**src/rtl/ccdrs_pkg.sv**
```systemverilog
/*
  Package for the full-frame sensor readout sequencer: frame geometry,
  timing figures and the sequencer state type.
  Assumes a 25 MHz core clock; every slower rate is derived from it.
*/
package ccdrs_pkg;

  // Core clock and transport rates
  localparam int unsigned CORE_CLK_HZ     = 25_000_000;
  localparam int unsigned HCLK_RATE_HZ    = 25_000_000;
  localparam int unsigned VCLK_RATE_HZ    = 50_000;

  // Horizontal: one pixel is six core-clock steps at 3/6 duty
  localparam int unsigned HPHASE_STEPS    = 6;
  localparam int unsigned HSTEP_CYCLES    = (CORE_CLK_HZ / HCLK_RATE_HZ) / HPHASE_STEPS > 0 ?
                                            (CORE_CLK_HZ / HCLK_RATE_HZ) / HPHASE_STEPS : 1;

  // Vertical: one line shift is four phase steps at the vertical rate
  localparam int unsigned VPHASE_STEPS    = 4;
  localparam int unsigned VSTEP_CYCLES    = CORE_CLK_HZ / (VCLK_RATE_HZ * VPHASE_STEPS);

  // Charge reset least time, microseconds, and its cycle count (truncating division)
  localparam int unsigned CR_MIN_US       = 10;
  localparam int unsigned CR_MIN_CYCLES   = (CR_MIN_US * (CORE_CLK_HZ / 1_000_000));
  localparam int unsigned LINE_CYCLES     = CORE_CLK_HZ / VCLK_RATE_HZ;
  localparam int unsigned CR_CYCLES       = LINE_CYCLES > CR_MIN_CYCLES ? LINE_CYCLES
                                                                        : CR_MIN_CYCLES;

  // Frame geometry, dummy and reference elements included
  localparam int unsigned FRAME_LINES     = 4728;
  localparam int unsigned REG_CELLS       = 7013;

  // Counter widths
  localparam int unsigned CNT_W           = 16;

  // Phase masks: bit0..bit3 = image phase one..four high
  localparam logic [3:0]  IMG_INTEGRATE   = 4'h3;
  localparam logic [3:0]  IMG_REST        = 4'h0;
  // Horizontal mask: bit0..bit2 = phase one..three high
  localparam logic [2:0]  HCLK_REST       = 3'h0;
  // Register masks per step: each phase high three of six steps
  localparam logic [HPHASE_STEPS-1:0][2:0] HCLK_SEQ = {3'h5, 3'h4, 3'h6, 3'h2, 3'h3, 3'h1};

  typedef enum logic [2:0] {
    CCDRS_IDLE,
    CCDRS_RESET,
    CCDRS_INTEG,
    CCDRS_VSHIFT,
    CCDRS_HREAD
  } ccdrs_state_t;

endpackage : ccdrs_pkg

```
**src/rtl/ccdrs_phase_if.sv**
```systemverilog
/*
  Interface carrying the phase-step requests and the phase masks between
  the sequencer and its clock-phase generator.
  Assumes both ends run on the same core clock.
*/
`timescale 1ns/1ps
`default_nettype none
interface ccdrs_phase_if;
  logic       vstep;      // Advance image phases one step
  logic       vdir_yz;    // Direction toward the Y/Z register pair
  logic       hstep;      // Advance register phases one step
  logic       hrun;       // Horizontal transport active
  logic [3:0] img_phase;  // Image phase mask
  logic [2:0] hphase;     // Register phase mask
  logic       vwrap;      // Image phase back at phase one
  logic       hwrap;      // Register phases at a pixel's last step

  modport seq (output vstep, vdir_yz, hstep, hrun, input img_phase, hphase, vwrap, hwrap);
  modport gen (input vstep, vdir_yz, hstep, hrun, output img_phase, hphase, vwrap, hwrap);
endinterface : ccdrs_phase_if
`default_nettype wire

```
**src/rtl/ccdrs_phase_gen.sv**
```systemverilog
/*
  Clock-phase generator: steps the four image phases in either vertical
  direction and the three register phases in order.
  Assumes image step requests come from the sequencer as one-cycle pulses; register steps are held high for one step per cycle.
*/
`timescale 1ns/1ps
`default_nettype none
module ccdrs_phase_gen
  import ccdrs_pkg::*;
(
  input  wire logic core_clk,  // Core clock
  input  wire logic rst,       // Synchronous reset, active high
  ccdrs_phase_if.gen ph        // Phase requests and masks
);

  logic [1:0] vidx_reg;
  logic [2:0] hidx_reg;

  // Image phase index: 0,1,2,3 toward W/X or 0,3,2,1 toward Y/Z
  always_ff @(posedge core_clk) begin
    if (rst) begin
      vidx_reg <= 2'h0;
    end else if (ph.vstep) begin
      vidx_reg <= ph.vdir_yz ? vidx_reg - 2'h1 : vidx_reg + 2'h1;  // [RULE1] [RULE2]
    end
  end

  // Register step index 0..5 cyclic
  always_ff @(posedge core_clk) begin
    if (rst || !ph.hrun) begin
      hidx_reg <= 3'h0;
    end else if (ph.hstep) begin
      hidx_reg <= (hidx_reg == 3'(HPHASE_STEPS - 1)) ? 3'h0 : hidx_reg + 3'h1;  // [RULE3] [RULE4]
    end
  end

  // Two adjacent image phases high: leading phase and the one after it
  always_ff @(posedge core_clk) begin
    if (rst) begin
      ph.img_phase <= IMG_INTEGRATE;
    end else begin
      ph.img_phase <= (4'h1 << vidx_reg) |
                      (4'h1 << (ph.vdir_yz ? vidx_reg - 2'h1 : vidx_reg + 2'h1));
    end
  end

  // Register phase mask, each phase high three of six steps
  always_ff @(posedge core_clk) begin
    if (rst || !ph.hrun) begin
      ph.hphase <= HCLK_REST;
    end else begin
      ph.hphase <= HCLK_SEQ[hidx_reg];  // [RULE13]
    end
  end

  assign ph.vwrap = (vidx_reg == 2'h0);
  assign ph.hwrap = (hidx_reg == 3'(HPHASE_STEPS - 1));  // Last step of a pixel

endmodule : ccdrs_phase_gen
`default_nettype wire

```
**src/rtl/ccdrs_sequencer.sv**
```systemverilog
/*
  Camera-side timing generator for a full-frame sensor: charge reset after
  the trigger edge, integration while the trigger is high, vertical line
  shifts and horizontal readout of every line, then idle.
  Assumes the trigger and mode inputs are synchronous to core_clk.
*/
// Summary of operation
// [RULE1] Toward the W/X registers the image phases step one, two, three, four, repeating.
// [RULE2] Toward the Y/Z registers the image phases step one, four, three, two, repeating.
// [RULE3] The top register clocks step phase one, two, three cyclically.
// [RULE4] The bottom register clocks step phase one, two, three cyclically.
// [RULE5] The charge reset pulse is given in the first line period after the trigger rises.
// [RULE6] Charge integrates while the trigger is high and readout waits until it falls.
// [RULE7] After a frame's readout the sequencer idles until the next trigger.
// [RULE8] Odd lines leave through X and even lines through W, marked by a line parity flag.
// [RULE9] In dual output mode top and bottom register clocks are driven identically.
// [RULE10] Horizontal transport runs at 25 MHz and vertical transport at 50 kHz; the code moves one pixel per six 25 MHz register phase steps.
// [RULE11] Clocks and gates of an unused register section are held low.
// [RULE12] The image transfer gate follows image phase one, or is held low to sub-sample.
// [RULE13] Register clocks run at 3/6 duty and never faster than 25 MHz.
// [RULE14] The charge reset lasts at least 10 us, one line time, with image clocks low.
// [RULE15] Line and pixel counts cover the whole frame, dummy and reference elements included.
`timescale 1ns/1ps
`default_nettype none
module ccdrs_sequencer
  import ccdrs_pkg::*;
#(
  parameter int unsigned LINES_PER_FRAME = FRAME_LINES,  // Lines shifted per frame
  parameter int unsigned CELLS_PER_LINE  = REG_CELLS,    // Register cells read per line
  parameter int unsigned STEP_CYCLES     = VSTEP_CYCLES, // Core cycles per image step
  parameter int unsigned RESET_CYCLES    = CR_CYCLES     // Core cycles of charge reset
)(
  input  wire logic       core_clk,               // 25 MHz core clock
  input  wire logic       rst,                    // Synchronous reset, active high
  input  wire logic       exposure_trigger,       // Exposure trigger, high integrates
  input  wire logic       readout_to_yz,          // 1: shift toward Y/Z, 0: toward W/X
  input  wire logic       dual_output,            // 1: top and bottom both read
  input  wire logic       use_top,                // Single mode: 1 top, 0 bottom register
  input  wire logic       subsample,              // Hold transfer gate low on line shift
  output logic            image_phase_one,        // Image clock phase one
  output logic            image_phase_two,        // Image clock phase two
  output logic            image_phase_three,      // Image clock phase three
  output logic            image_phase_four,       // Image clock phase four
  output logic            image_transfer_gate,    // Image transfer gate
  output logic            register_split_gate,    // Gate between register pair
  output logic            top_hclk_phase_one,     // Top register clock phase one
  output logic            top_hclk_phase_two,     // Top register clock phase two
  output logic            top_hclk_phase_three,   // Top register clock phase three
  output logic            bottom_hclk_phase_one,  // Bottom register clock phase one
  output logic            bottom_hclk_phase_two,  // Bottom register clock phase two
  output logic            bottom_hclk_phase_three,// Bottom register clock phase three
  output logic            top_summing_gate,       // Top summing gate enable
  output logic            bottom_summing_gate,    // Bottom summing gate enable
  output logic            top_output_gate,        // Top output gate enable
  output logic            bottom_output_gate,     // Bottom output gate enable
  output logic            reset_gate,             // Output node reset pulse
  output logic            charge_reset_pulse,     // Charge reset on substrate
  output logic            pixel_valid,            // One pixel ready at the outputs
  output logic            line_odd,               // Line parity: 1 odd via X, 0 even via W
  output logic            frame_busy              // Frame sequence in progress
);

  ccdrs_state_t           state_reg;
  ccdrs_state_t           state_next;
  logic                   trig_d_reg;
  logic [CNT_W-1:0]       tick_reg;
  logic [CNT_W-1:0]       line_reg;
  logic [CNT_W-1:0]       cell_reg;
  logic [2:0]             vsteps_reg;
  logic                   trig_rise;
  logic                   tick_done;
  logic                   hpix_done;
  logic                   top_on;
  logic                   bot_on;

  ccdrs_phase_if ph ();

  ccdrs_phase_gen u_phase_gen (
    .core_clk (core_clk),
    .rst      (rst),
    .ph       (ph.gen)
  );

  // Register sections in use
  function automatic logic section_on(input logic dual, input logic top_sel,
                                      input logic is_top);
    section_on = dual | (top_sel == is_top);
  endfunction : section_on

  assign top_on    = section_on(dual_output, use_top, 1'b1);
  assign bot_on    = section_on(dual_output, use_top, 1'b0);
  assign trig_rise = exposure_trigger & ~trig_d_reg;
  assign tick_done = (tick_reg == CNT_W'(STEP_CYCLES - 1));
  assign hpix_done = (cell_reg == CNT_W'(CELLS_PER_LINE - 1)) && ph.hwrap && ph.hstep;

  // Trigger edge history
  always_ff @(posedge core_clk) begin
    if (rst) begin
      trig_d_reg <= 1'b0;
    end else begin
      trig_d_reg <= exposure_trigger;
    end
  end

  // State transitions
  always_comb begin
    state_next = state_reg;
    unique case (state_reg)
      CCDRS_IDLE:   if (trig_rise) state_next = CCDRS_RESET;               // [RULE7]
      CCDRS_RESET:  if (tick_reg == CNT_W'(RESET_CYCLES - 1)) begin
                      state_next = CCDRS_INTEG;                            // [RULE14]
                    end
      CCDRS_INTEG:  if (!exposure_trigger) state_next = CCDRS_VSHIFT;      // [RULE6]
      CCDRS_VSHIFT: if (tick_done && vsteps_reg == 3'(VPHASE_STEPS - 1)) begin
                      state_next = CCDRS_HREAD;
                    end
      CCDRS_HREAD:  if (hpix_done) begin
                      state_next = (line_reg == CNT_W'(LINES_PER_FRAME - 1)) ?
                                   CCDRS_IDLE : CCDRS_VSHIFT;              // [RULE15]
                    end
    endcase
  end

  always_ff @(posedge core_clk) begin
    if (rst) begin
      state_reg <= CCDRS_IDLE;
    end else begin
      state_reg <= state_next;
    end
  end

  // Step timer for reset and vertical steps (50 kHz line rate)
  always_ff @(posedge core_clk) begin
    if (rst || state_next != state_reg) begin
      tick_reg <= '0;
    end else if (state_reg == CCDRS_RESET) begin
      tick_reg <= tick_reg + CNT_W'(1);
    end else if (state_reg == CCDRS_VSHIFT) begin
      tick_reg <= tick_done ? '0 : tick_reg + CNT_W'(1);  // [RULE10]
    end
  end

  // Vertical step count within one line shift
  always_ff @(posedge core_clk) begin
    if (rst || state_reg != CCDRS_VSHIFT) begin
      vsteps_reg <= 3'h0;
    end else if (tick_done) begin
      vsteps_reg <= vsteps_reg + 3'h1;
    end
  end

  // Line counter over the whole frame
  always_ff @(posedge core_clk) begin
    if (rst || state_reg == CCDRS_IDLE) begin
      line_reg <= '0;
    end else if (state_reg == CCDRS_HREAD && hpix_done) begin
      line_reg <= line_reg + CNT_W'(1);  // [RULE15]
    end
  end

  // Cell counter per line
  always_ff @(posedge core_clk) begin
    if (rst || state_reg != CCDRS_HREAD) begin
      cell_reg <= '0;
    end else if (ph.hstep && ph.hwrap) begin
      cell_reg <= hpix_done ? '0 : cell_reg + CNT_W'(1);
    end
  end

  // Phase generator requests
  assign ph.vstep   = (state_reg == CCDRS_VSHIFT) && tick_done;   // [RULE1] [RULE2]
  assign ph.vdir_yz = readout_to_yz;
  assign ph.hrun    = (state_reg == CCDRS_HREAD);
  assign ph.hstep   = ph.hrun;  // One step per core cycle, 25 MHz steps [RULE10] [RULE13]

  // Image clocks, transfer gates and charge reset
  always_ff @(posedge core_clk) begin
    if (rst) begin
      {image_phase_four, image_phase_three, image_phase_two, image_phase_one} <= IMG_INTEGRATE;
      image_transfer_gate <= 1'b0;
      register_split_gate <= 1'b0;
      charge_reset_pulse  <= 1'b0;
    end else begin
      charge_reset_pulse  <= (state_next == CCDRS_RESET);                           // [RULE5]
      {image_phase_four, image_phase_three, image_phase_two, image_phase_one} <=
        (state_next == CCDRS_RESET) ? IMG_REST : ph.img_phase;                      // [RULE14]
      image_transfer_gate <= (state_next == CCDRS_VSHIFT) && !subsample &&
                             ph.img_phase[0];                                       // [RULE12]
      register_split_gate <= (state_next == CCDRS_VSHIFT);
    end
  end

  // Register clocks, gated per section; unused sections held low
  always_ff @(posedge core_clk) begin
    if (rst) begin
      {top_hclk_phase_three, top_hclk_phase_two, top_hclk_phase_one}          <= HCLK_REST;
      {bottom_hclk_phase_three, bottom_hclk_phase_two, bottom_hclk_phase_one} <= HCLK_REST;
      top_summing_gate    <= 1'b0;
      bottom_summing_gate <= 1'b0;
      top_output_gate     <= 1'b0;
      bottom_output_gate  <= 1'b0;
      reset_gate          <= 1'b0;
    end else begin
      {top_hclk_phase_three, top_hclk_phase_two, top_hclk_phase_one} <=
        top_on ? ph.hphase : HCLK_REST;                                   // [RULE3] [RULE9] [RULE11]
      {bottom_hclk_phase_three, bottom_hclk_phase_two, bottom_hclk_phase_one} <=
        bot_on ? ph.hphase : HCLK_REST;                                   // [RULE4] [RULE9] [RULE11]
      top_summing_gate    <= top_on & ph.hphase[2];                       // [RULE11]
      bottom_summing_gate <= bot_on & ph.hphase[2];                       // [RULE11]
      top_output_gate     <= top_on;
      bottom_output_gate  <= bot_on;
      reset_gate          <= ph.hrun & ph.hphase[0];
    end
  end

  // Pixel strobe and line parity for re-interleaving the two streams
  always_ff @(posedge core_clk) begin
    if (rst) begin
      pixel_valid <= 1'b0;
      line_odd    <= 1'b0;
      frame_busy  <= 1'b0;
    end else begin
      pixel_valid <= ph.hrun && ph.hwrap;
      line_odd    <= ~line_reg[0];  // Line 1 is line_reg 0 [RULE8]
      frame_busy  <= (state_next != CCDRS_IDLE) || ph.hrun ||
                     (ph.hphase != HCLK_REST);  // Until register clocks rest
    end
  end

endmodule : ccdrs_sequencer
`default_nettype wire

```
**config.mk**
```make
export PLATFORM = sky130hd
export DESIGN_NAME = ccdrs_sequencer
export DESIGN_NICKNAME = d
export VERILOG_FILES = /design/src/rtl/ccdrs_pkg.sv /design/src/rtl/ccdrs_phase_if.sv /design/src/rtl/ccdrs_phase_gen.sv /design/src/rtl/ccdrs_sequencer.sv
export SDC_FILE = /design/constraint.sdc
export NUM_CORES = 1
export LEC_CHECK = 0
export ABC_CLOCK_PERIOD_IN_PS = 2300
export BUFFER_PORTS_ARGS = -buffer_cell sky130_fd_sc_hd__buf_2
export CAP_MARGIN = 10
export CELL_PAD_IN_SITES_DETAIL_PLACEMENT = 1
export CELL_PAD_IN_SITES_GLOBAL_PLACEMENT = 2
export CORE_ASPECT_RATIO = 1.5
export CORE_MARGIN = 3
export CORE_UTILIZATION = 33
export DETAILED_ROUTE_END_ITERATION = 10
export PLACE_DENSITY_LB_ADDON = 0.2
export SYNTH_ARGS = -nofsm -noshare
export SYNTH_HDL_FRONTEND = slang
export SYNTH_SLANG_ARGS = --single-unit
export TNS_END_PERCENT = 5
```
**constraint.sdc**
```tcl
create_clock -name core_clk -period 2.3 [get_ports core_clk]
set_input_delay 0.46 -clock core_clk [delete_from_list [all_inputs] [get_ports core_clk]]
set_output_delay 0.46 -clock core_clk [all_outputs]
set_load 0.02 [all_outputs]
```
# --- Word level (Yosys, flattened, before mapping) ---
# Memory sizes are Yosys's and may differ from the RTL's. A register that Yosys moved wholly into a read port is not among the register bits.
# Cells that the tools add are included.
totals:
  regBits: 85
  latch_bits: 0
  ram_bits: 0
  rom_bits: 24
  input_bits: 7
  output_inout_bits: 21
  word_cells: 105
  n_memories: 1
classes:
  addsub: 7
  n_mul: 0
  div: 0
  magnitude_cmp: 0
  eq_ne: 15
  n_shift: 2
  mux: 14
  bitwise: 12
  n_reduce_logical: 24
memory_table:
  columns: ["memory", "depth", "word_bits", "rd", "rd_clocked_by_memory_dff", "write_ports", "line", "rtl"]
  rows:
  - ["(name not given)", 8, 3, 1, 1, 0, "ccdrs_phase_gen.sv:52", "ph.hphase <= HCLK_SEQ[hidx_reg];"]
op_table:
  columns: ["cell", "count"]
  rows:
  - ["$mux 16", 4]
  - ["$add 16x1->16 const B", 3]
  - ["$eq 16x13->1 const B", 2]
  - ["$mux 3", 6]
  - ["$eq 16x7->1 const B", 1]
  - ["$eq 16x9->1 const B", 1]
  - ["$pmux 3 s5", 1]
  - ["$eq 3x2->1 const B", 4]
  - ["$logic_and 1x1->1", 8]
  - ["$shl 1x2->4 const A", 2]
  - ["$logic_or 1x1->1", 7]
  - ["$add 3x1->3 const B", 2]
  - ["$eq 3x1->1 const B", 2]
  - ["$eq 3x3->1 const B", 2]
  - ["$mux 2", 3]
  - ["$reduce_bool 3->1", 2]
  - ["$reduce_or 2->1", 3]
  - ["$not 1->1", 5]
  - ["$and 1x1->1", 4]
  - ["$or 4x4->4", 1]
  - ["$logic_not 3->1", 1]
  - ["$ne 3x2->1 const B", 1]
  - ["$ne 3x3->1", 1]
  - ["$ne 3x3->1 const B", 1]
  - ["other kinds (5)", 7]

# --- Logic depth before layout (Yosys ltp) ---
# Gate-level depths: netlist of run 1.
logic_depth:
  word_depth: 8
  mapped_depth: 10
  ltp_nobuf: 9

# --- Cells and area by module ---
# A second synthesis of run 1 with hierarchy kept.
unflattened:
  hier_cells: 435
  area_unflattened_um2: 4017.6
modules_own_cells:
  columns: ["mod", "instances", "cells_per_inst", "area_each_um2", "seq_area_each_um2"]
  rows:
  - ["ccdrs_sequencer", 1, 387, 3547.2, 1521.5]
  - ["ccdrs_phase_gen", 1, 48, 470.5, 240.2]

# --- Worst setup path after synthesis of run 1 ---
# OpenSTA, ideal clock, no wires.
synth_path:
  path_kind: "register to register"
  startpoint: "register tick_reg[0]"
  endpoint: "register tick_reg[13]"
  setup_ps: 66
  arrival_ps: 2197
  t_required_ps: 2234
  slack_ps: 37
  path_stages_with_launch: 11
  n_path_buf: 2
  period_less_slack_ps: 2263
  path_cell_list: "dfxtp_1 > inv_1 > ha_1 > nor3b_1 > and4_1 > nor2b_1 > buf_4 > a221o_1 > a221o_1 > buf_6 > a21oi_2"
synth_between:
  elab_chain_cells: 6
  word_cells_on_any_way: 12
  classes_between: "add/sub (1); eq/ne (3); mux (6); reduce/logical (2)"
synth_rtl:
  columns: ["element", "line", "rtl"]
  rows:
  - ["start, declared", "ccdrs_sequencer.sv:66", "logic [CNT_W-1:0] tick_reg;"]
  - ["start signal, assigned", "ccdrs_sequencer.sv:137", "tick_reg <= tick_reg + CNT_W'(1);"]
  - ["start signal, assigned", "ccdrs_sequencer.sv:139", "tick_reg <= tick_done ? '0 : tick_reg + CNT_W'(1);"]
  - ["branches (longest 6 deep; another with $add 16x1->16)", null, null]
# Parallel ways; which one is timed is not known. The select of a mux whose other input is x is not followed.
# A chain may end at the register's enable or synchronous reset.

# --- Worst setup path in the final report of run 1 ---
layout_path:
  startpoint: "register tick_reg[0]"
  endpoint: "register tick_reg[7]"
# Same word-level chain as after synthesis.

==> impl_metrics.env, run 1 <==
export IMPL_outcome="complete, no violations"
export IMPL_drive_gt1_share_pct=20.8
export IMPL_clockBufferDepth=2
export IMPL_synth_top_cell_area_share_pct=46.4
export IMPL_clkTransAtPathRegs_ns=0.07
export IMPL_n_antenna_cell=0
export IMPL_async_reset_ff_share_pct=0
export IMPL_ys_types=51
export IMPL_yosys_register_bits=88
export IMPL_r2r_setup_slack_ns=0.12
export IMPL_synth_area_leaders="dfxtp_1 (46%), nor2_1 (7.1%), xor2_1 (4.8%)"
export IMPL_worst_setup_path_type="flip-flop to flip-flop"
export IMPL_worst_pin_slew_ns=0.689
export IMPL_grt_max_degree=19
export IMPL_synth_ff_type="dfxtp_1"
export IMPL_drt_wl_total_mm=9.35
export IMPL_maxCapViolations=0
export IMPL_period_needed_ns=2.18
export IMPL_antenna_found_initial=0
export IMPL_drtAntennaViolNets=0
export IMPL_whs_ns=0.370
export IMPL_dr_first_iter_drc_count=25
export IMPL_coreArea_mm2=0.0111
export IMPL_worstPathMaxFanout=7
export IMPL_yosysTopAreaCell="dfxtp_1"
export IMPL_h_tree_depth=3
export IMPL_synth_edf_count=0
export IMPL_rows=47
export IMPL_start_util_pct=34.2
export IMPL_dr_total_vias=3141
export IMPL_fp_dieW_um=93.6
export IMPL_grt_usage_pct=15.5
export IMPL_drcViolationCount=0
export IMPL_post_dp_cell_area_mm2=0.00425
export IMPL_clock_fmax_mhz=458
export IMPL_cts_root_buf="clkbuf_16"
export IMPL_top_level_ports=28
export IMPL_yosys_warnings=0
export IMPL_vias_per_cell=4.92
export IMPL_cts_tree="done"
export IMPL_hold_viol=0
export IMPL_stdcell_area_mm2=0.00473
export IMPL_peakVddDrop_mv=0.452
export IMPL_grt_pass1_wl_mm=15.7
export IMPL_cts_buffers=9
export IMPL_setup_viol=0
export IMPL_p_per_area_mw_per_mm2=689
export IMPL_die_area_mm2=0.0129
export IMPL_grt_pass1_vias=3288
export IMPL_arrival_ns=2.45
export IMPL_place_gp_congestion=0.806
export IMPL_area_growth_pct=24.4
export IMPL_first_pass_iters=4
export IMPL_ys_seq_area_share_pct=46.4
export IMPL_leakage_nw=1.72
export IMPL_synth_cells=434
export IMPL_final_common_cell="dfxtp_1"
export IMPL_io_buffers=27
export IMPL_worstPathRequired_ns=2.57
export IMPL_cts_num_sinks=88
export IMPL_relSlewSlack_pct=53.7
export IMPL_insertion_delay_ns=0.35
export IMPL_netlist_area_mm2=0.00380
export IMPL_hold_buffers=0
export IMPL_mostFrequentLayoutCells="dfxtp_1 (87), nor2_1 (71), buf_4 (28), buf_2 (27), nand2_1 (26)"
export IMPL_min_path_type="primary input to flip-flop"
export IMPL_dp_hpwl_mm=6.91
export IMPL_avgRoutedWirePerCell_um=14.7
export IMPL_postSynthAreaPerCell_um2=8.76
export IMPL_die_y_um=137
export IMPL_synth_nets=449
export IMPL_setup_tns_ns=0
export IMPL_cp_start_kind="flip-flop"
export IMPL_critPathCaptureType="flip-flop"
export IMPL_timing_final_crit_share_pct=94.8
export IMPL_slew_viol_final=0
export IMPL_rsz0062_at_grt="true"
export IMPL_nets=501
export IMPL_skew_ns=0.00745
export IMPL_grt_overflow_total=0
## area by class of cell
type                       count  area, µm²
clock buffer                   9        225
fill                        1309       6390
clock inverter                 7       95.1
timing repair buffer          58        379
sequential                    88       1760
multi-input combinational    311       2010
tap                          147        184
inverter                      18       67.6
## worst max-delay path, stage by stage, from the launching register on
cell     delay, ns
dfxtp_1       0.33
inv_1         0.06
ha_1          0.21
nor3b_2       0.17
and4_1        0.22
nor2b_2       0.19
a221o_1       0.35
a221o_1       0.29
buf_6         0.15
nor3_2        0.15
## timing repair
item	in CTS	in global routing
resized for setup	1	22
pin swaps	0	6
endpoints found under the hold margin	0	0
endpoints found under the setup margin	2	35
cloned	0	1
buffers inserted	0	2
## layer usage
layer	track usage, %	part of all wire, %	up-vias
li1	-	-	1590
met1	16.4	41	1513
met2	29.5	56	24
met3	2.84	1.9	14
met4	6.83	2.0	0
met5	0	0	-
## power breakdown
group          switching, mW  internal [mW]  total (mW)
logic                 0.0899         0.0520       0.142
clock network          0.693          0.879        1.57
registers            0.00541           1.54        1.54
total                  0.788           2.47        3.26
## Yosys cell counts (2+ instances only)
| cell | number |
|---|---|
| a21oi_1 | 17 |
| a21oi_2 | 2 |
| a221o_1 | 2 |
| and2_1 | 10 |
| and3_1 | 3 |
| and3b_1 | 2 |
| and4_1 | 4 |
| buf_1 | 2 |
| buf_4 | 3 |
| clkbuf_1 | 10 |
| dfxtp_1 | 88 |
| ha_1 | 8 |
| inv_1 | 18 |
| mux2i_1 | 4 |
| nand2_1 | 26 |
| nand2b_1 | 3 |
| nand3_1 | 16 |
| nand3b_1 | 2 |
| nand4_1 | 17 |
| nand4b_1 | 2 |
| nor2_1 | 72 |
| nor2b_1 | 6 |
| nor3_1 | 21 |
| nor3b_1 | 4 |
| nor4_1 | 4 |
| nor4b_1 | 2 |
| o21ai_0 | 15 |
| or2_2 | 3 |
| or3_1 | 11 |
| xnor2_1 | 16 |
| xor2_1 | 21 |
## cells by family (layout without fill, tap and decap cells)
logic type               Yosys count  after routing  share of synthesized area [%]
buffers and inverters             35             92                           3.98
adder cells (fa/ha/maj)            8              8                           2.63
multiplexers                       4              4                           1.05
XOR/XNOR                          37             37                           8.53
AND/OR/NAND/NOR                  216            216                           29.9
AO/OA/AOI/OAI                     46             46                           7.54
flip-flops                        88             88                           46.4
## path summary, 6_finish.rpt
check	start	endpoint	cells past startpoint
setup / recovery	tick_reg[0]	tick_reg[7]	9
hold / removal	use_top	bottom_output_gate	2
setup reg to reg	tick_reg[0]	tick_reg[7]	9
hold reg to reg	u_phase_gen.ph.img_phase[1]	image_phase_two	2
## through the flow
step	worst slack (ns)	instances	util (%)	power (mW)
3_3_place_gp	0.0595	619	38.3	1.72
4_1_cts	0.0223	635	41.2	3.30
5_1_grt	-0.0398	638	42.5	3.39
2_1_floorplan	0.0371	434	-	1.66
3_5_place_dp	0.00838	619	38.3	1.72
6_report	0.119	638	42.5	3.26
Note: power is estimated with default switching activity, not from simulation.
==> run 2: changes to the inputs <==
--- a/config.mk
+++ b/config.mk
@@ -5,17 +5,17 @@
 export SDC_FILE = /design/constraint.sdc
 export NUM_CORES = 1
 export LEC_CHECK = 0
-export ABC_CLOCK_PERIOD_IN_PS = 2300
+export ABC_CLOCK_PERIOD_IN_PS = 2700
 export BUFFER_PORTS_ARGS = -buffer_cell sky130_fd_sc_hd__buf_2
 export CAP_MARGIN = 10
 export CELL_PAD_IN_SITES_DETAIL_PLACEMENT = 1
 export CELL_PAD_IN_SITES_GLOBAL_PLACEMENT = 2
 export CORE_ASPECT_RATIO = 1.5
 export CORE_MARGIN = 3
-export CORE_UTILIZATION = 33
+export CORE_UTILIZATION = 40
 export DETAILED_ROUTE_END_ITERATION = 10
 export PLACE_DENSITY_LB_ADDON = 0.2
 export SYNTH_ARGS = -nofsm -noshare
 export SYNTH_HDL_FRONTEND = slang
 export SYNTH_SLANG_ARGS = --single-unit
-export TNS_END_PERCENT = 5
+export TNS_END_PERCENT = 10
==> constraint.sdc (replaced) <==
create_clock -name core_clk -period 2.7 [get_ports core_clk]
set_input_delay 0.54 -clock core_clk [delete_from_list [all_inputs] [get_ports core_clk]]
set_output_delay 0.54 -clock core_clk [all_outputs]
set_load 0.02 [all_outputs]
==> impl_metrics.env, run 2 (synthesis results as in run 1) <==
export IMPL_seqCellArea_mm2=0.00176
export IMPL_mostFrequentLayoutCells="dfxtp_1 (88), nor2_1 (72), buf_2 (27), nand2_1 (26)"
export IMPL_drt_wl_total_mm=8.77
export IMPL_worstPathMaxFanout=16
export IMPL_h_tree_depth=3
export IMPL_dr_first_iter_drc_count=86
export IMPL_drtAntennaViolNets=0
export IMPL_drive_gt1_share_pct=14.1
export IMPL_clock_fmax_mhz=409
export IMPL_nets=479
export IMPL_setup_viol=0
export IMPL_timing_rr_start="tick_reg[9]"
export IMPL_place_ws_ns=0.121
export IMPL_peakVddDrop_mv=0.451
export IMPL_cts_num_sinks=88
export IMPL_rr_worst_depth=7
export IMPL_worst_setup_path_type="flip-flop to flip-flop"
export IMPL_grt_pass1_wl_mm=15.1
export IMPL_rsz0062_at_grt="false"
export IMPL_dp_hpwl_mm=6.45
export IMPL_outcome="complete, no violations"
export IMPL_drcViolationCount=0
export IMPL_coreArea_mm2=0.00904
export IMPL_grt_overflow_total=0
export IMPL_multi_input_area_mm2=0.00189
export IMPL_insertion_delay_ns=0.34
export IMPL_maxCapViolations=0
export IMPL_fin_util_pct=48.2
export IMPL_worst_pin_slew_ns=0.583
export IMPL_fp_dieW_um=85.6
export IMPL_holdPathStages=2
export IMPL_start_util_pct=42.0
export IMPL_die_y_um=125
export IMPL_dr_total_vias=3104
export IMPL_hold_buffers=0
export IMPL_die_area_mm2=0.0107
export IMPL_setup_tns_ns=0
export IMPL_leakage_nw=1.52
export IMPL_arrival_ns=2.70
export IMPL_grt_usage_pct=17.4
export IMPL_clkTransAtPathRegs_ns=0.07
export IMPL_period_needed_ns=2.44
export IMPL_cp_cell_sequence="nor4b_2 -> nand4_1 -> nor2_1 -> o31ai_1 -> a211o_1 -> a221o_2 -> nor3_1"
export IMPL_p_per_area_mw_per_mm2=599
export IMPL_slowest_stage="a221o_2"
export IMPL_crit_buf_inv=0
export IMPL_crit_path_start="tick_reg[9]"
export IMPL_worstPathRequired_ns=2.96
export IMPL_cp_start_kind="flip-flop"
export IMPL_relSlewSlack_pct=60.9
export IMPL_first_pass_iters=4
export IMPL_avgRoutedWirePerCell_um=15.1
export IMPL_clockBufferDepth=2
export IMPL_io_buffers=27
export IMPL_rows=42
export IMPL_grt_pass1_vias=3221
export IMPL_area_growth_pct=14.6
export IMPL_cp_top_family="simple AND/OR/NAND/NOR gates"
export IMPL_critPathCaptureType="flip-flop"
export IMPL_min_path_type="flip-flop to flip-flop"
export IMPL_grt_max_degree=25
export IMPL_cts_tree="done"
export IMPL_cts_buffers=9
export IMPL_cp_slowest_stage_delay_ns=0.53
export IMPL_place_gp_congestion=0.802
export IMPL_hold_viol=0
export IMPL_hold_end="image_phase_two"
export IMPL_power_mw=2.61
export IMPL_top_level_ports=28
export IMPL_n_antenna_cell=0
export IMPL_antenna_found_initial=0
export IMPL_vias_per_cell=5.36
export IMPL_timing_final_crit_share_pct=90.5
export IMPL_whs_ns=0.441
export IMPL_final_common_cell="dfxtp_1"
export IMPL_setup_slack_ns=0.255
export IMPL_skew_ns=0.00707
export IMPL_slew_viol_final=0
export IMPL_min_from="u_phase_gen.ph.img_phase[1]"
export IMPL_fillers=1110
export IMPL_r2r_setup_slack_ns=0.26
export IMPL_r2r_end="tick_reg[2]"
export IMPL_cts_root_buf="clkbuf_16"
==> run 2: what timing repair did <==
| item | CTS | global route |
|---|---|---|
| buffers inserted | 0 | 1 |
| setup endpoints to repair | 0 | 20 |
| gates resized for setup | 0 | 1 |
==> run 2: routing by layer <==
layer	vias to the layer above	global-route usage (%)	wire, µm
met4	0	6.24	142
met3	11	3.55	210
met1	1518	18.8	3640
met2	23	32.6	4770
met5	-	0	0
li1	1552	-	-
==> run 2: area by class of cell <==
class                   count  share of cell area (%)
well taps                 110                    3.16
clock inverters             6                    1.15
repair buffers             36                    4.66
inverters                  18                    1.55
clock buffers              10                    5.49
multi-input cells         311                    43.5
flip-flops and latches     88                    40.5
==> run 2: worst register-to-register path: cells and delay by family, from the launching register on <==
family	cells	cell delay, ns
and+or+nand+nor	4	1.04
AOI/OAI and AO/OA	3	0.95
DFF	1	0.38
==> run 2: power breakdown <==
group	switching [mW]	internal (mW)	leakage, nW
Clock	0.530	0.660	0.136
Sequential	0.00854	1.31	0.712
Combinational	0.0644	0.0312	0.671
==> run 2: through the flow <==
stage          std cells  cell area (µm²)
6_report             579             4350
5_1_grt              579             4350
4_1_cts              578             4340
3_5_place_dp         562             4060
3_3_place_gp         562             4060
2_1_floorplan        434             3800
==> run 2: worst max path at each step <==
stage	slack [ns]	endpoint	cells past startpoint
detailed placement	0.12	tick_reg[11]	7
global route	0.04	tick_reg[6]	7
CTS	0.10	tick_reg[2]	7
global placement	0.19	line_reg[9]	6
finish	0.26	tick_reg[2]	7
floorplan	0.44	tick_reg[13]	10
